File: src/tec_pkg.sv
// Purpose: constants and types shared by the timer/event counter design files.
// Assumes: 32-bit APB data, one aligned word per register, byte addresses below.
// Notes:   only definitions live here; no logic.
package tec_pkg;

    // ------------------------------------------------------------------
    // widths
    // ------------------------------------------------------------------
    localparam int unsigned ADDR_W = 8;   // apb byte address width
    localparam int unsigned DATA_W = 32;  // apb data width
    localparam int unsigned CNT_W = 8;    // count and modulo width
    localparam int unsigned PRE_W = 10;   // prescaler width, largest divide 2^10
    localparam int unsigned TAP_N = 4;    // number of prescaler taps

    // ------------------------------------------------------------------
    // register byte offsets
    // ------------------------------------------------------------------
    localparam logic [ADDR_W-1:0] OFS_MODE = 8'h00;    // event_counter_mode
    localparam logic [ADDR_W-1:0] OFS_START = 8'h04;   // write-only start setter
    localparam logic [ADDR_W-1:0] OFS_OUTEN = 8'h08;   // timer_output_enable_flag
    localparam logic [ADDR_W-1:0] OFS_MODULO = 8'h0C;  // match_limit_reg
    localparam logic [ADDR_W-1:0] OFS_COUNT = 8'h10;   // count_reg, read only
    localparam logic [ADDR_W-1:0] OFS_IRQ = 8'h14;     // timer_irq_flag
    localparam logic [ADDR_W-1:0] OFS_STATUS = 8'h18;  // pin level and flop state

    // ------------------------------------------------------------------
    // field positions
    // ------------------------------------------------------------------
    localparam int unsigned MODE_EN_BIT = 2;     // count enable
    localparam int unsigned MODE_START_BIT = 3;  // start request
    localparam int unsigned MODE_SEL_LSB = 4;    // pulse_select_b0
    localparam int unsigned SEL_W = 3;           // pulse_select_b0..b2
    localparam int unsigned FLAG_BIT = 0;        // single-bit registers
    localparam int unsigned STAT_PIN_BIT = 0;    // filtered event pin level
    localparam int unsigned STAT_FLOP_BIT = 1;   // toggle_output_flop

    // ------------------------------------------------------------------
    // reset values
    // ------------------------------------------------------------------
    localparam logic [CNT_W-1:0] MODE_RESET = 8'h00;
    localparam logic [CNT_W-1:0] MODULO_RESET = 8'hFF;
    localparam logic [CNT_W-1:0] COUNT_ZERO = 8'h00;
    localparam logic [DATA_W-1:0] DATA_ZERO = 32'h0000_0000;

    // ------------------------------------------------------------------
    // count pulse select codes and prescaler tap exponents
    // ------------------------------------------------------------------
    typedef enum logic [SEL_W-1:0] {
        SEL_EV_RISE = 3'b000,
        SEL_EV_FALL = 3'b001,
        SEL_DIV_10 = 3'b100,
        SEL_DIV_8 = 3'b101,
        SEL_DIV_6 = 3'b110,
        SEL_DIV_4 = 3'b111
    } tec_sel_t;

    localparam int unsigned TAP_EXP_0 = 4;   // tap 0: clock / 2^4
    localparam int unsigned TAP_EXP_1 = 6;   // tap 1: clock / 2^6
    localparam int unsigned TAP_EXP_2 = 8;   // tap 2: clock / 2^8
    localparam int unsigned TAP_EXP_3 = 10;  // tap 3: clock / 2^10

endpackage : tec_pkg

File: src/tec_cp_if.sv
// Purpose: carries count pulse sources from the helpers to the counter core.
// Assumes: all signals on sys_clk_i; ticks and edges are one-cycle pulses, ev_level is a level.
// Notes:   div_tick bit i is the tap with exponent TAP_EXP_i.
`timescale 1ns/10ps
`default_nettype none
interface tec_cp_if;
    import tec_pkg::*;
    logic [TAP_N-1:0] div_tick;  // prescaler tap pulses
    logic ev_rise;               // filtered event pin rising edge
    logic ev_fall;               // filtered event pin falling edge
    logic ev_level;              // filtered event pin level
    modport pre (output div_tick);
    modport sync (output ev_rise, output ev_fall, output ev_level);
    modport core (input div_tick, input ev_rise, input ev_fall, input ev_level);
endinterface : tec_cp_if
`default_nettype wire

File: src/tec_counter.sv
// Purpose: 8-bit timer/event counter with apb register access.
// Assumes: one clock sys_clk_i at 50 MHz, reset_i synchronous active high.
// Notes:   zero-wait apb slave; read data is captured in the setup cycle.
//
// Local design decisions: the placing of the registers and the APB interface to the registers.
`timescale 1ns/10ps
`default_nettype none
module tec_counter (
    input wire logic sys_clk_i,
    input wire logic reset_i,
    // apb slave
    input wire logic psel_i,
    input wire logic penable_i,
    input wire logic pwrite_i,
    input wire logic [tec_pkg::ADDR_W-1:0] paddr_i,
    input wire logic [tec_pkg::DATA_W-1:0] pwdata_i,
    output logic [tec_pkg::DATA_W-1:0] prdata_o,
    output logic pready_o,
    output logic pslverr_o,
    // pins and side outputs
    input wire logic event_input_pin_i,
    output logic timer_output_pin_o,
    output logic serial_clk_o,
    output logic match_o,
    output logic timer_irq_flag_o
);
    import tec_pkg::*;

    // ------------------------------------------------------------------
    // helpers: pulse sources
    // ------------------------------------------------------------------

    tec_cp_if cp ();  // pulse bundle from the two helpers

    // clock divider taps for the internal count pulse choices
    tec_prescaler u_pre (
        .sys_clk_i (sys_clk_i),
        .reset_i (reset_i),
        .cp (cp)
    );

    // event pin synchroniser and edge finder
    tec_edge_sync u_sync (
        .sys_clk_i (sys_clk_i),
        .reset_i (reset_i),
        .event_input_pin_i (event_input_pin_i),
        .cp (cp)
    );

    // ------------------------------------------------------------------
    // state
    // ------------------------------------------------------------------

    logic [CNT_W-1:0] mode_q, mode_d;          // event_counter_mode
    logic oe_q, oe_d;                          // timer_output_enable_flag
    logic [CNT_W-1:0] limit_q, limit_d;        // match_limit_reg
    logic [CNT_W-1:0] count_q, count_d;        // count_reg
    logic irq_q, irq_d;                        // timer_irq_flag
    logic flop_q, flop_d;                      // toggle_output_flop
    logic match_q, match_d;                    // registered match pulse
    logic [DATA_W-1:0] rdata_q, rdata_d;       // captured read data

    // ------------------------------------------------------------------
    // decode helpers
    // ------------------------------------------------------------------

    // true when the address names one of the mapped registers
    function automatic logic addr_mapped(input logic [ADDR_W-1:0] a);
        logic r;
        r = 1'b0;
        case (a)
            OFS_MODE, OFS_START, OFS_OUTEN, OFS_MODULO,
            OFS_COUNT, OFS_IRQ, OFS_STATUS: begin
                r = 1'b1;
            end
            default: begin
                r = 1'b0;
            end
        endcase
        return r;
    endfunction : addr_mapped

    // widen an 8-bit value onto the data bus, upper bits read as zero
    function automatic logic [DATA_W-1:0] widen(input logic [CNT_W-1:0] v);
        return {{(DATA_W-CNT_W){1'b0}}, v};
    endfunction : widen

    // place a single flag bit at bit FLAG_BIT of a data word
    function automatic logic [DATA_W-1:0] flag_word(input logic v);
        logic [DATA_W-1:0] w;
        w = DATA_ZERO;
        w[FLAG_BIT] = v;
        return w;
    endfunction : flag_word

    // ------------------------------------------------------------------
    // apb handshake
    // ------------------------------------------------------------------

    logic setup_ph;   // first cycle of a transfer
    logic access_ph;  // access cycle; always completes at once
    logic wr_en;      // write takes effect at this edge
    logic mapped;     // current address is decoded

    // the slave never stretches a transfer, so pready follows penable
    always_comb begin
        setup_ph = psel_i & ~penable_i;
        access_ph = psel_i & penable_i;
        mapped = addr_mapped(paddr_i);
        wr_en = access_ph & pwrite_i & mapped;
        pready_o = access_ph;
        pslverr_o = access_ph & ~mapped;
    end

    // ------------------------------------------------------------------
    // write strobes per register
    // ------------------------------------------------------------------

    logic wr_mode;    // whole mode register write
    logic wr_start;   // start bit set without touching the rest
    logic wr_oe;      // output enable write
    logic wr_limit;   // modulo write
    logic wr_irq;     // interrupt flag write, sets or clears
    logic start_req;  // a write that sets the start bit

    // one strobe per register, plus the combined start request
    always_comb begin
        wr_mode = wr_en & (paddr_i == OFS_MODE);
        wr_start = wr_en & (paddr_i == OFS_START) & pwdata_i[MODE_START_BIT];
        wr_oe = wr_en & (paddr_i == OFS_OUTEN);
        wr_limit = wr_en & (paddr_i == OFS_MODULO);
        wr_irq = wr_en & (paddr_i == OFS_IRQ);
        // either path that writes one to the start bit restarts the timer
        start_req = wr_start | (wr_mode & pwdata_i[MODE_START_BIT]);
    end

    // ------------------------------------------------------------------
    // count pulse selection
    // ------------------------------------------------------------------

    logic [SEL_W-1:0] sel;  // pulse_select_b2..b0
    logic count_en;         // count enable bit of the mode register
    logic count_pulse;      // selected pulse, gated by enable

    // pick the pulse source; the two forbidden codes give no pulse at all
    always_comb begin
        sel = mode_q[MODE_SEL_LSB +: SEL_W];
        count_en = mode_q[MODE_EN_BIT];
        count_pulse = 1'b0;
        case (sel)
            SEL_EV_RISE: begin
                count_pulse = cp.ev_rise;
            end
            SEL_EV_FALL: begin
                count_pulse = cp.ev_fall;
            end
            SEL_DIV_10: begin
                count_pulse = cp.div_tick[3];
            end
            SEL_DIV_8: begin
                count_pulse = cp.div_tick[2];
            end
            SEL_DIV_6: begin
                count_pulse = cp.div_tick[1];
            end
            SEL_DIV_4: begin
                count_pulse = cp.div_tick[0];
            end
            default: begin
                // codes 010 and 011 are not allowed; hold the count still
                count_pulse = 1'b0;
            end
        endcase
        // with enable low nothing reaches the count register
        count_pulse = count_pulse & count_en;
    end

    // ------------------------------------------------------------------
    // comparator
    // ------------------------------------------------------------------

    logic hit;  // count has reached the modulo value on this pulse

    // comparing only on a pulse gives modulo plus one pulses per match
    always_comb begin
        hit = count_pulse & (count_q == limit_q);
    end

    // ------------------------------------------------------------------
    // mode register next value
    // ------------------------------------------------------------------

    // whole-register write, start-only write, and automatic start clear
    always_comb begin
        mode_d = mode_q;
        if (mode_q[MODE_START_BIT]) begin
            // the start bit reads one for a single cycle, then drops
            mode_d[MODE_START_BIT] = 1'b0;
        end
        if (wr_mode) begin
            mode_d = pwdata_i[CNT_W-1:0];
        end
        if (wr_start) begin
            // the other bits keep their value
            mode_d[MODE_START_BIT] = 1'b1;
        end
    end

    // ------------------------------------------------------------------
    // output enable and modulo next value
    // ------------------------------------------------------------------

    // both are plain software registers, writable in any mode
    always_comb begin
        oe_d = oe_q;
        limit_d = limit_q;
        if (wr_oe) begin
            oe_d = pwdata_i[FLAG_BIT];
        end
        if (wr_limit) begin
            // all eight bits land in one transfer
            limit_d = pwdata_i[CNT_W-1:0];
        end
    end

    // ------------------------------------------------------------------
    // count register, toggle flop, interrupt flag next value
    // ------------------------------------------------------------------

    // start has top priority: a restart in the same cycle as a match wins,
    // so a stale match can never survive the restart
    always_comb begin
        count_d = count_q;
        flop_d = flop_q;
        irq_d = irq_q;
        match_d = 1'b0;
        if (start_req) begin
            count_d = COUNT_ZERO;
            irq_d = 1'b0;
            flop_d = 1'b0;
        end else begin
            // software may set or clear the flag directly
            if (wr_irq) begin
                irq_d = pwdata_i[FLAG_BIT];
            end
            if (hit) begin
                count_d = COUNT_ZERO;
                flop_d = ~flop_q;
                // a match in the same cycle as a software clear still sets
                irq_d = 1'b1;
                match_d = 1'b1;
            end else if (count_pulse) begin
                count_d = count_q + {{(CNT_W-1){1'b0}}, 1'b1};
            end
        end
    end

    // ------------------------------------------------------------------
    // read data, captured during the setup cycle
    // ------------------------------------------------------------------

    // capturing early keeps prdata on a flop with no wait state; a value
    // changing between setup and access is shown as it was at setup
    always_comb begin
        rdata_d = rdata_q;
        if (setup_ph & ~pwrite_i) begin
            case (paddr_i)
                OFS_MODE: begin
                    rdata_d = widen(mode_q);
                end
                OFS_OUTEN: begin
                    rdata_d = flag_word(oe_q);
                end
                OFS_MODULO: begin
                    rdata_d = widen(limit_q);
                end
                OFS_COUNT: begin
                    rdata_d = widen(count_q);
                end
                OFS_IRQ: begin
                    rdata_d = flag_word(irq_q);
                end
                OFS_STATUS: begin
                    rdata_d = DATA_ZERO;
                    rdata_d[STAT_PIN_BIT] = cp.ev_level;
                    rdata_d[STAT_FLOP_BIT] = flop_q;
                end
                default: begin
                    // start setter and unmapped addresses read as zero
                    rdata_d = DATA_ZERO;
                end
            endcase
        end
    end

    // ------------------------------------------------------------------
    // registers
    // ------------------------------------------------------------------

    // every flop of the block, loaded by the chip reset; modulo resets to FF, the rest to zero
    always_ff @(posedge sys_clk_i) begin
        if (reset_i) begin
            mode_q <= MODE_RESET;
            oe_q <= 1'b0;
            flop_q <= 1'b0;
            limit_q <= MODULO_RESET;
            count_q <= COUNT_ZERO;
            irq_q <= 1'b0;
            match_q <= 1'b0;
            rdata_q <= DATA_ZERO;
        end else begin
            mode_q <= mode_d;
            oe_q <= oe_d;
            flop_q <= flop_d;
            limit_q <= limit_d;
            count_q <= count_d;
            irq_q <= irq_d;
            match_q <= match_d;
            rdata_q <= rdata_d;
        end
    end

    // ------------------------------------------------------------------
    // outputs
    // ------------------------------------------------------------------

    // pin shows the flop only while enabled; flop itself keeps running
    always_comb begin
        timer_output_pin_o = flop_q & oe_q;
        serial_clk_o = flop_q;
        match_o = match_q;
        timer_irq_flag_o = irq_q;
        prdata_o = rdata_q;
    end

endmodule : tec_counter
`default_nettype wire

File: src/tec_edge_sync.sv
// Purpose: brings the event pin into the clock domain and finds its edges.
// Assumes: pin is asynchronous; reset_i synchronous active high.
// Notes:   a new level counts only once the second and third flops agree.
`timescale 1ns/10ps
`default_nettype none
module tec_edge_sync (
    input wire logic sys_clk_i,
    input wire logic reset_i,
    input wire logic event_input_pin_i,
    tec_cp_if.sync cp
);
    import tec_pkg::*;

    logic s1_q, s2_q, s3_q;  // three-stage synchroniser
    logic lvl_q, lvl_d;      // accepted level
    logic lvl_prev_q;        // accepted level one cycle back

    // next accepted level: change only when stages two and three agree
    always_comb begin
        lvl_d = lvl_q;
        if (s2_q == s3_q) begin
            lvl_d = s3_q;
        end
    end

    // synchroniser and level registers
    always_ff @(posedge sys_clk_i) begin
        if (reset_i) begin
            s1_q <= 1'b0;
            s2_q <= 1'b0;
            s3_q <= 1'b0;
            lvl_q <= 1'b0;
            lvl_prev_q <= 1'b0;
        end else begin
            s1_q <= event_input_pin_i;
            s2_q <= s1_q;
            s3_q <= s2_q;
            lvl_q <= lvl_d;
            lvl_prev_q <= lvl_q;
        end
    end

    // single-cycle edge pulses, so each edge counts exactly once
    always_comb begin
        cp.ev_rise = lvl_q & ~lvl_prev_q;
        cp.ev_fall = ~lvl_q & lvl_prev_q;
        cp.ev_level = lvl_q;
    end

endmodule : tec_edge_sync
`default_nettype wire

File: src/tec_prescaler.sv
// Purpose: free-running divider of the system clock with four tap pulses.
// Assumes: reset_i synchronous active high.
// Notes:   a tap pulses for one cycle each time its low bits wrap.
`timescale 1ns/10ps
`default_nettype none
module tec_prescaler (
    input wire logic sys_clk_i,
    input wire logic reset_i,
    tec_cp_if.pre cp
);
    import tec_pkg::*;

    logic [PRE_W-1:0] div_q;  // divider count
    logic [PRE_W-1:0] div_d;

    // true when the low exp bits are all ones, i.e. the tap is wrapping
    function automatic logic low_ones(input logic [PRE_W-1:0] v, input int unsigned exp);
        logic r;
        r = 1'b1;
        for (int unsigned i = 0; i < PRE_W; i++) begin
            if (i < exp) begin
                r = r & v[i];
            end
        end
        return r;
    endfunction : low_ones

    // next divider value
    always_comb begin
        div_d = div_q + {{(PRE_W-1){1'b0}}, 1'b1};
    end

    // divider register; never stopped, so taps stay phase locked
    always_ff @(posedge sys_clk_i) begin
        if (reset_i) begin
            div_q <= '0;
        end else begin
            div_q <= div_d;
        end
    end

    // one pulse per 2^exp clocks on each tap
    always_comb begin
        cp.div_tick[0] = low_ones(div_q, TAP_EXP_0);
        cp.div_tick[1] = low_ones(div_q, TAP_EXP_1);
        cp.div_tick[2] = low_ones(div_q, TAP_EXP_2);
        cp.div_tick[3] = low_ones(div_q, TAP_EXP_3);
    end

endmodule : tec_prescaler
`default_nettype wire

File: config.mk
export PLATFORM = sky130hd
export DESIGN_NAME = tec_counter
export DESIGN_NICKNAME = d
export VERILOG_FILES = /design/src/tec_pkg.sv /design/src/tec_cp_if.sv /design/src/tec_counter.sv /design/src/tec_edge_sync.sv /design/src/tec_prescaler.sv
export SDC_FILE = /design/constraint.sdc
export NUM_CORES = 1
export LEC_CHECK = 0
export BUFFER_PORTS_ARGS = -buffer_cell sky130_fd_sc_hd__buf_4
export CAP_MARGIN = 0
export CORE_MARGIN = 2
export CORE_UTILIZATION = 57
export CTS_BUF_LIST = sky130_fd_sc_hd__clkbuf_4
export CTS_CLUSTER_DIAMETER = 200
export DETAILED_ROUTE_END_ITERATION = 10
export MAX_ROUTING_LAYER = met4
export PLACE_DENSITY = 0.95
export SYNTH_ARGS = -nofsm -noshare
export SYNTH_HDL_FRONTEND = slang
export SYNTH_SLANG_ARGS = --single-unit
File: constraint.sdc
create_clock -name sys_clk_i -period 4.52 [get_ports sys_clk_i]
set_input_delay 0.452 -clock sys_clk_i [delete_from_list [all_inputs] [get_ports sys_clk_i]]
set_output_delay 0.452 -clock sys_clk_i [all_outputs]
set_load 0.01 [all_outputs]
---- Word level (Yosys, flattened, before mapping) ----
Cells that the tools add are included.
storage, ports and cells
  bits in registers ....................... 75
  input bits .............................. 46
  output and inout port bits .............. 38
operators by class
  $add $sub $neg .......................... 2
  eq/ne operators ......................... 13
  multiplexer cells ....................... 8
  bitwise logic cells ..................... 34
  reduce and logical (&&, ||, !) cells .... 6
operators by type and width
  kind                                                                   number
  8-bit case mux with 6 select lines                                     1
  1-bit AND                                                              27
  8-bit by 5-bit equality test with 1-bit output, second input constant  3
  8-bit by 4-bit equality test with 1-bit output, second input constant  2
  3-bit equality test, second input constant                             4
  10-bit by 1-bit adder with 10-bit output, second input constant        1
  8-bit by 1-bit adder with 8-bit output, second input constant          1
  8-bit by 3-bit equality test with 1-bit output, second input constant  1
  8-bit equality test                                                    1
  8-bit zero test                                                        1
  7-bit OR reduction                                                     1
  1-bit NOT                                                              6
  1-bit case mux with 6 select lines                                     1
  1-bit 2-to-1 mux                                                       5
  4-bit 2-to-1 mux                                                       1
  3-bit by 1-bit equality test with 1-bit output, second input constant  1
  3-bit zero test                                                        1
  3-bit OR reduction                                                     1
  2-bit nonzero test                                                     1
  2-bit OR reduction                                                     1
  1-bit equality test                                                    1
  1-bit bitwise OR                                                       1

---- Longest topological paths before layout ----
  depth after elaboration ................. 13
  gate-level depth with buffers ........... 7
  depth with buffers taken out ............ 6

---- Modules after synthesis ----
A second synthesis with hierarchy kept.
unflattened totals
  cells, all modules ...................... 313
  area total of the unflattened synthesis .. 2834.0 µm²
modules (own cells, without submodules)
  module         times used  cells an instance  area an instance (µm²)  seq. area each (µm²)
  tec_counter    1           251                2242.2                  720.7
  tec_prescaler  1           48                 439.2                   200.2
  tec_edge_sync  1           14                 152.6                   100.1

---- Worst setup path before layout ----
Ideal clock, no wire load.
  kind .................................... input-to-reg
  start point ............................. input paddr_i[7] (netlist name)
  end point ............................... register limit_q[0]
  data arrival time ....................... 1.911 ns
  required time ........................... 4.400 ns
  slack ................................... 2.489 ns
  cell stages on the path ................. 5
  cells stage by stage .................... or4_4 -> nor3_4 -> nand4b_4 -> buf_6 -> a211o_1
between the ends
  longest elaborated chain between the ends .. 5
  elaborated cells between the ends (all ways) .. 11
ends and longest elaborated chain
  item                                                                    line                RTL
  start: declaration                                                      tec_counter.sv:15   input wire logic [tec_pkg::ADDR_W-1:0] paddr_i,
  8-bit by 3-bit equality test with 1-bit output (tied with other cells)  tec_counter.sv:71   case (a)
  7-bit OR reduction                                                      tec_counter.sv:71
  1-bit 2-to-1 mux                                                        tec_counter.sv:71
  1-bit AND                                                               tec_counter.sv:110  wr_en = access_ph & pwrite_i & mapped;
  1-bit AND *                                                             tec_counter.sv:131  wr_limit = wr_en & (paddr_i == OFS_MODULO);
  end signal: assignment                                                  tec_counter.sv:315  limit_q <= limit_d;
  end: declaration                                                        tec_counter.sv:56   logic [CNT_W-1:0] limit_q, limit_d;
Every way passes the cells marked *; elsewhere a longest branch is shown, timed or not.
A chain may end at the register's enable or synchronous reset.

---- Worst setup path after layout ----
  start point ............................. register u_pre.div_q[0]
  end point ............................... register count_q[7]
between the ends
  longest elaborated chain between the ends .. 13
ends and longest elaborated chain
  item                                  line                 RTL
  start: declaration                    tec_prescaler.sv:13  logic [PRE_W-1:0] div_q;
  start signal: assignment              tec_prescaler.sv:38  div_q <= div_d;
  1-bit AND * (3 in a row)              tec_prescaler.sv:22  r = r & v[i];
  1-bit AND (6 in a row)                tec_prescaler.sv:22
  1-bit case mux with 6 select lines *  tec_counter.sv:150   case (sel)
  1-bit AND *                           tec_counter.sv:175   count_pulse = count_pulse & count_en;
  1-bit AND                             tec_counter.sv:186   hit = count_pulse & (count_q == limit_q);
  3-bit OR reduction (no line)          -
  end signal: assignment                tec_counter.sv:316   count_q <= count_d;
  end: declaration                      tec_counter.sv:57    logic [CNT_W-1:0] count_q, count_d;
Marks and branches as above.

==> run summary <==
ys async rst share = 0%
layout cells sized above 1 = 16.4%
Hold Path Sink = u_sync.s1_q
reg2reg end = count_q[7]
sw frac = 25.7%
CTS tree = done
Core Area = 4380 µm²
initial antenna violation count = 0
met3 wire length = 331 µm
post-CTS resize count = 0
syn avg cell area = 8.65 µm²
Worst VDD drop = 0.110 mV
TritonRoute pass-1 iters = 4
H-tree depth = 2
Nets = 378
MaxCap Viol Count = 0
post-route cell area = 2840 µm²
Critical Path Fanout Max = 13
hold path start = event_input_pin_i
setup bufs post-CTS = 0
logic gate share of total power = 8.4%
Residual DRC = 0
Top FF cell, synth = dfxtp_1
Die X = 71.6 µm
die area = 5130 µm²
port bufs = 35
worst-case hold slack = 0.287 ns
register area share after synthesis = 39.2%
YS warnings = 0
FF-to-FF path depth = 6
Unique masters post-synth = 48
met1 WL = 2.25 mm
WHS Path Cells = 2
CTS root buf = clkbuf_4
vias in the first global route = 1940
initial core utilization = 59.4%
Post-synth EDFFs = 0
RR Startpoint = u_pre.div_q[0]
fin crit share = 51.9%
pre-CTS WS = 2.08 ns
Num CTS Buffers = 5
reg2reg setup slack = 2.18 ns
register share of total power = 62.7%
status = finished, final reports clean
setup TNS = 0 ns
internal power = 540 µW
kind of critical path = reg -> reg
CTS Hold Bufs = 0
CP Data Required Time = 4.78 ns
placed cell area = 2780 µm²
Slew HR = 33.9%
Clock Sinks = 51
Max Fclk = 0.426 GHz
area growth from synthesis to final layout = 8.93%
Antenna Violating Nets Remaining = 0
CP Launch Type = flop
hold crit path type = in -> reg
NetSw = 187 µW
power share of the clock group = 29.0%
Final setup viols = 0
die height = 71.6 µm
Power Density = 256 nW/µm²
Netlist Area Pre-Place = 2600 µm²
Avg WL per Cell = 13.9 µm
Slew Viols, Final = 0
first-pass GRT wire length = 8.66 mm
final-report hold violation count = 0
Clock Latency Late Sink = 0.37 ns
drt via density = 5.66
# diodes = 0
Final min period = 2.34 ns
1st-iter DRT viols = 138
I/O pin count = 84
Worst-path clk slew = 0.16 ns
Gate Count Post-Synth = 301
Max clock buf depth = 2
measured slew at the worst slew-check pin = 0.991 ns
num rows = 24
Synth Register Bits = 51
unrepaired setup endpoints after global routing = no
Crit. End Element = flop
Vias = 2164
DP HPWL = 3.84 mm
global route total overflow = 0
RePlAce Congestion = 0.812
Pleak = 1.10 nW
Fin Clk Skew = 0.0173 ns
final setup margin = 2.18 ns
WL met2 = 2.69 mm
Max Used Layer = met4
largest net degree at the start of global routing = 38
CP Data Arrival Time = 2.60 ns
WL final = 5.33 mm
gr usage total = 21.8%
==> routing by layer <==
layer,global-route usage [%],up-vias
li1,-,1057
met1,26.3,1019
met2,36.5,81
met3,4.64,7
met4,6.92,0
met5,-,-
==> synth_stat cells, drive strengths merged, types with 2 or more instances <==
library cell	count	area share, %
a211o	8	2.7
a21oi	14	2.7
a22o	6	2.0
a22oi	7	2.0
and2	3	0.72
and3b	2	0.67
buf	28	8.0
clkbuf	9	1.3
dfxtp	51	39
ha	3	1.4
inv	10	1.4
mux2i	11	4.2
nand2	25	3.6
nand2b	4	0.96
nand3	12	2.3
nand3b	3	0.86
nand4b	3	1.6
nor2	32	4.7
nor2b	6	1.4
nor3	3	1.0
nor3b	2	0.58
nor4	2	0.48
o21ai	10	1.9
o22ai	7	1.7
or2	3	0.72
or3	8	1.9
xnor2	3	1.0
xor2	12	4.0
==> power by group through the flow <==
stage	Combinational, mW	Sequential [mW]	Clock [mW]
finish	0.0608	0.456	0.211
global route	0.0671	0.456	0.233
floorplan	0.0520	0.465	0
detailed placement	0.0595	0.466	0
global placement	0.0585	0.465	0
CTS	0.0601	0.456	0.213
==> layout make-up <==
type | instances | area (µm²)
Inverter | 10 | 37.5
Clock buffer | 5 | 37.5
Sequential cell | 51 | 1020
Timing Repair Buffer | 35 | 263
Multi-Input combinational cell | 226 | 1390
Fill cell | 346 | 1550
Tap cell | 52 | 65.1
Clock inverter | 3 | 22.5
==> worst max-delay path by stage <==
stage	from	endpoint	slack (ns)
2_1_floorplan	paddr_i[7]	limit_q[0]	2.49
3_3_place_gp	paddr_i[7]	mode_q[4]	2.13
3_5_place_dp	paddr_i[7]	mode_q[1]	2.08
4_1_cts	u_pre.div_q[0]	count_q[7]	2.19
5_1_grt	u_pre.div_q[0]	count_q[7]	1.99
6_report	u_pre.div_q[0]	count_q[7]	2.18
==> through the flow <==
stage	util (%)	instances	total power [mW]
global placement	63.4	374	0.524
floorplan	-	324	0.517
detailed placement	63.4	374	0.525
CTS	64.7	382	0.728
finish	64.7	382	0.727
global route	64.7	382	0.756
==> sequential cells by signal, summed over array words and instances (netlist names) <==
signal	cells
u_pre.div_q	10
count_q	8
limit_q	8
mode_q	8
prdata_o	8
match_o	1
oe_q	1
serial_clk_o	1
timer_irq_flag_o	1
u_sync.cp.ev_level	1
u_sync.lvl_prev_q	1
u_sync.s1_q	1
u_sync.s2_q	1
u_sync.s3_q	1
==> critical path: stages, from the launching register on <==
cell and delay (ns):
dfxtp_1 0.37, ha_1 0.23, ha_1 0.19, and4_1 0.20
a32oi_1 0.74, nand2b_1 0.36, o22ai_1 0.13
==> kinds of logic (layout without fill, tap and decap cells) <==
kind of cell,Yosys count,after routing,synth area share (%)
DFF,51,51,39.2
buffers and inverters,47,53,10.7
other,1,24,0.144
adders and majority gates,3,3,1.44
muxes,12,12,4.66
xor gates and xnor gates,15,15,5.04
and+or+nand+nor,113,113,23.6
AOI/OAI and AO/OA,59,59,15.2
==> cells in the final DEF (no fill, tap or decap), types with 4 or more instances in the layout <==
| cell type | instances |
|---|---|
| a22o_1 | 6 |
| nor2b_1 | 6 |
| nand2_1 | 25 |
| a22oi_1 | 7 |
| nand3_1 | 12 |
| nor2_1 | 31 |
| nand2b_1 | 4 |
| clkbuf_4 | 5 |
| mux2i_1 | 11 |
| o22ai_1 | 7 |
| buf_4 | 35 |
| xor2_1 | 12 |
| conb_1 | 24 |
| a211o_1 | 8 |
| dfxtp_1 | 51 |
| a21oi_1 | 14 |
| o21ai_0 | 10 |
| inv_1 | 10 |
| or3_1 | 8 |
(Power assumes the default switching activity.)
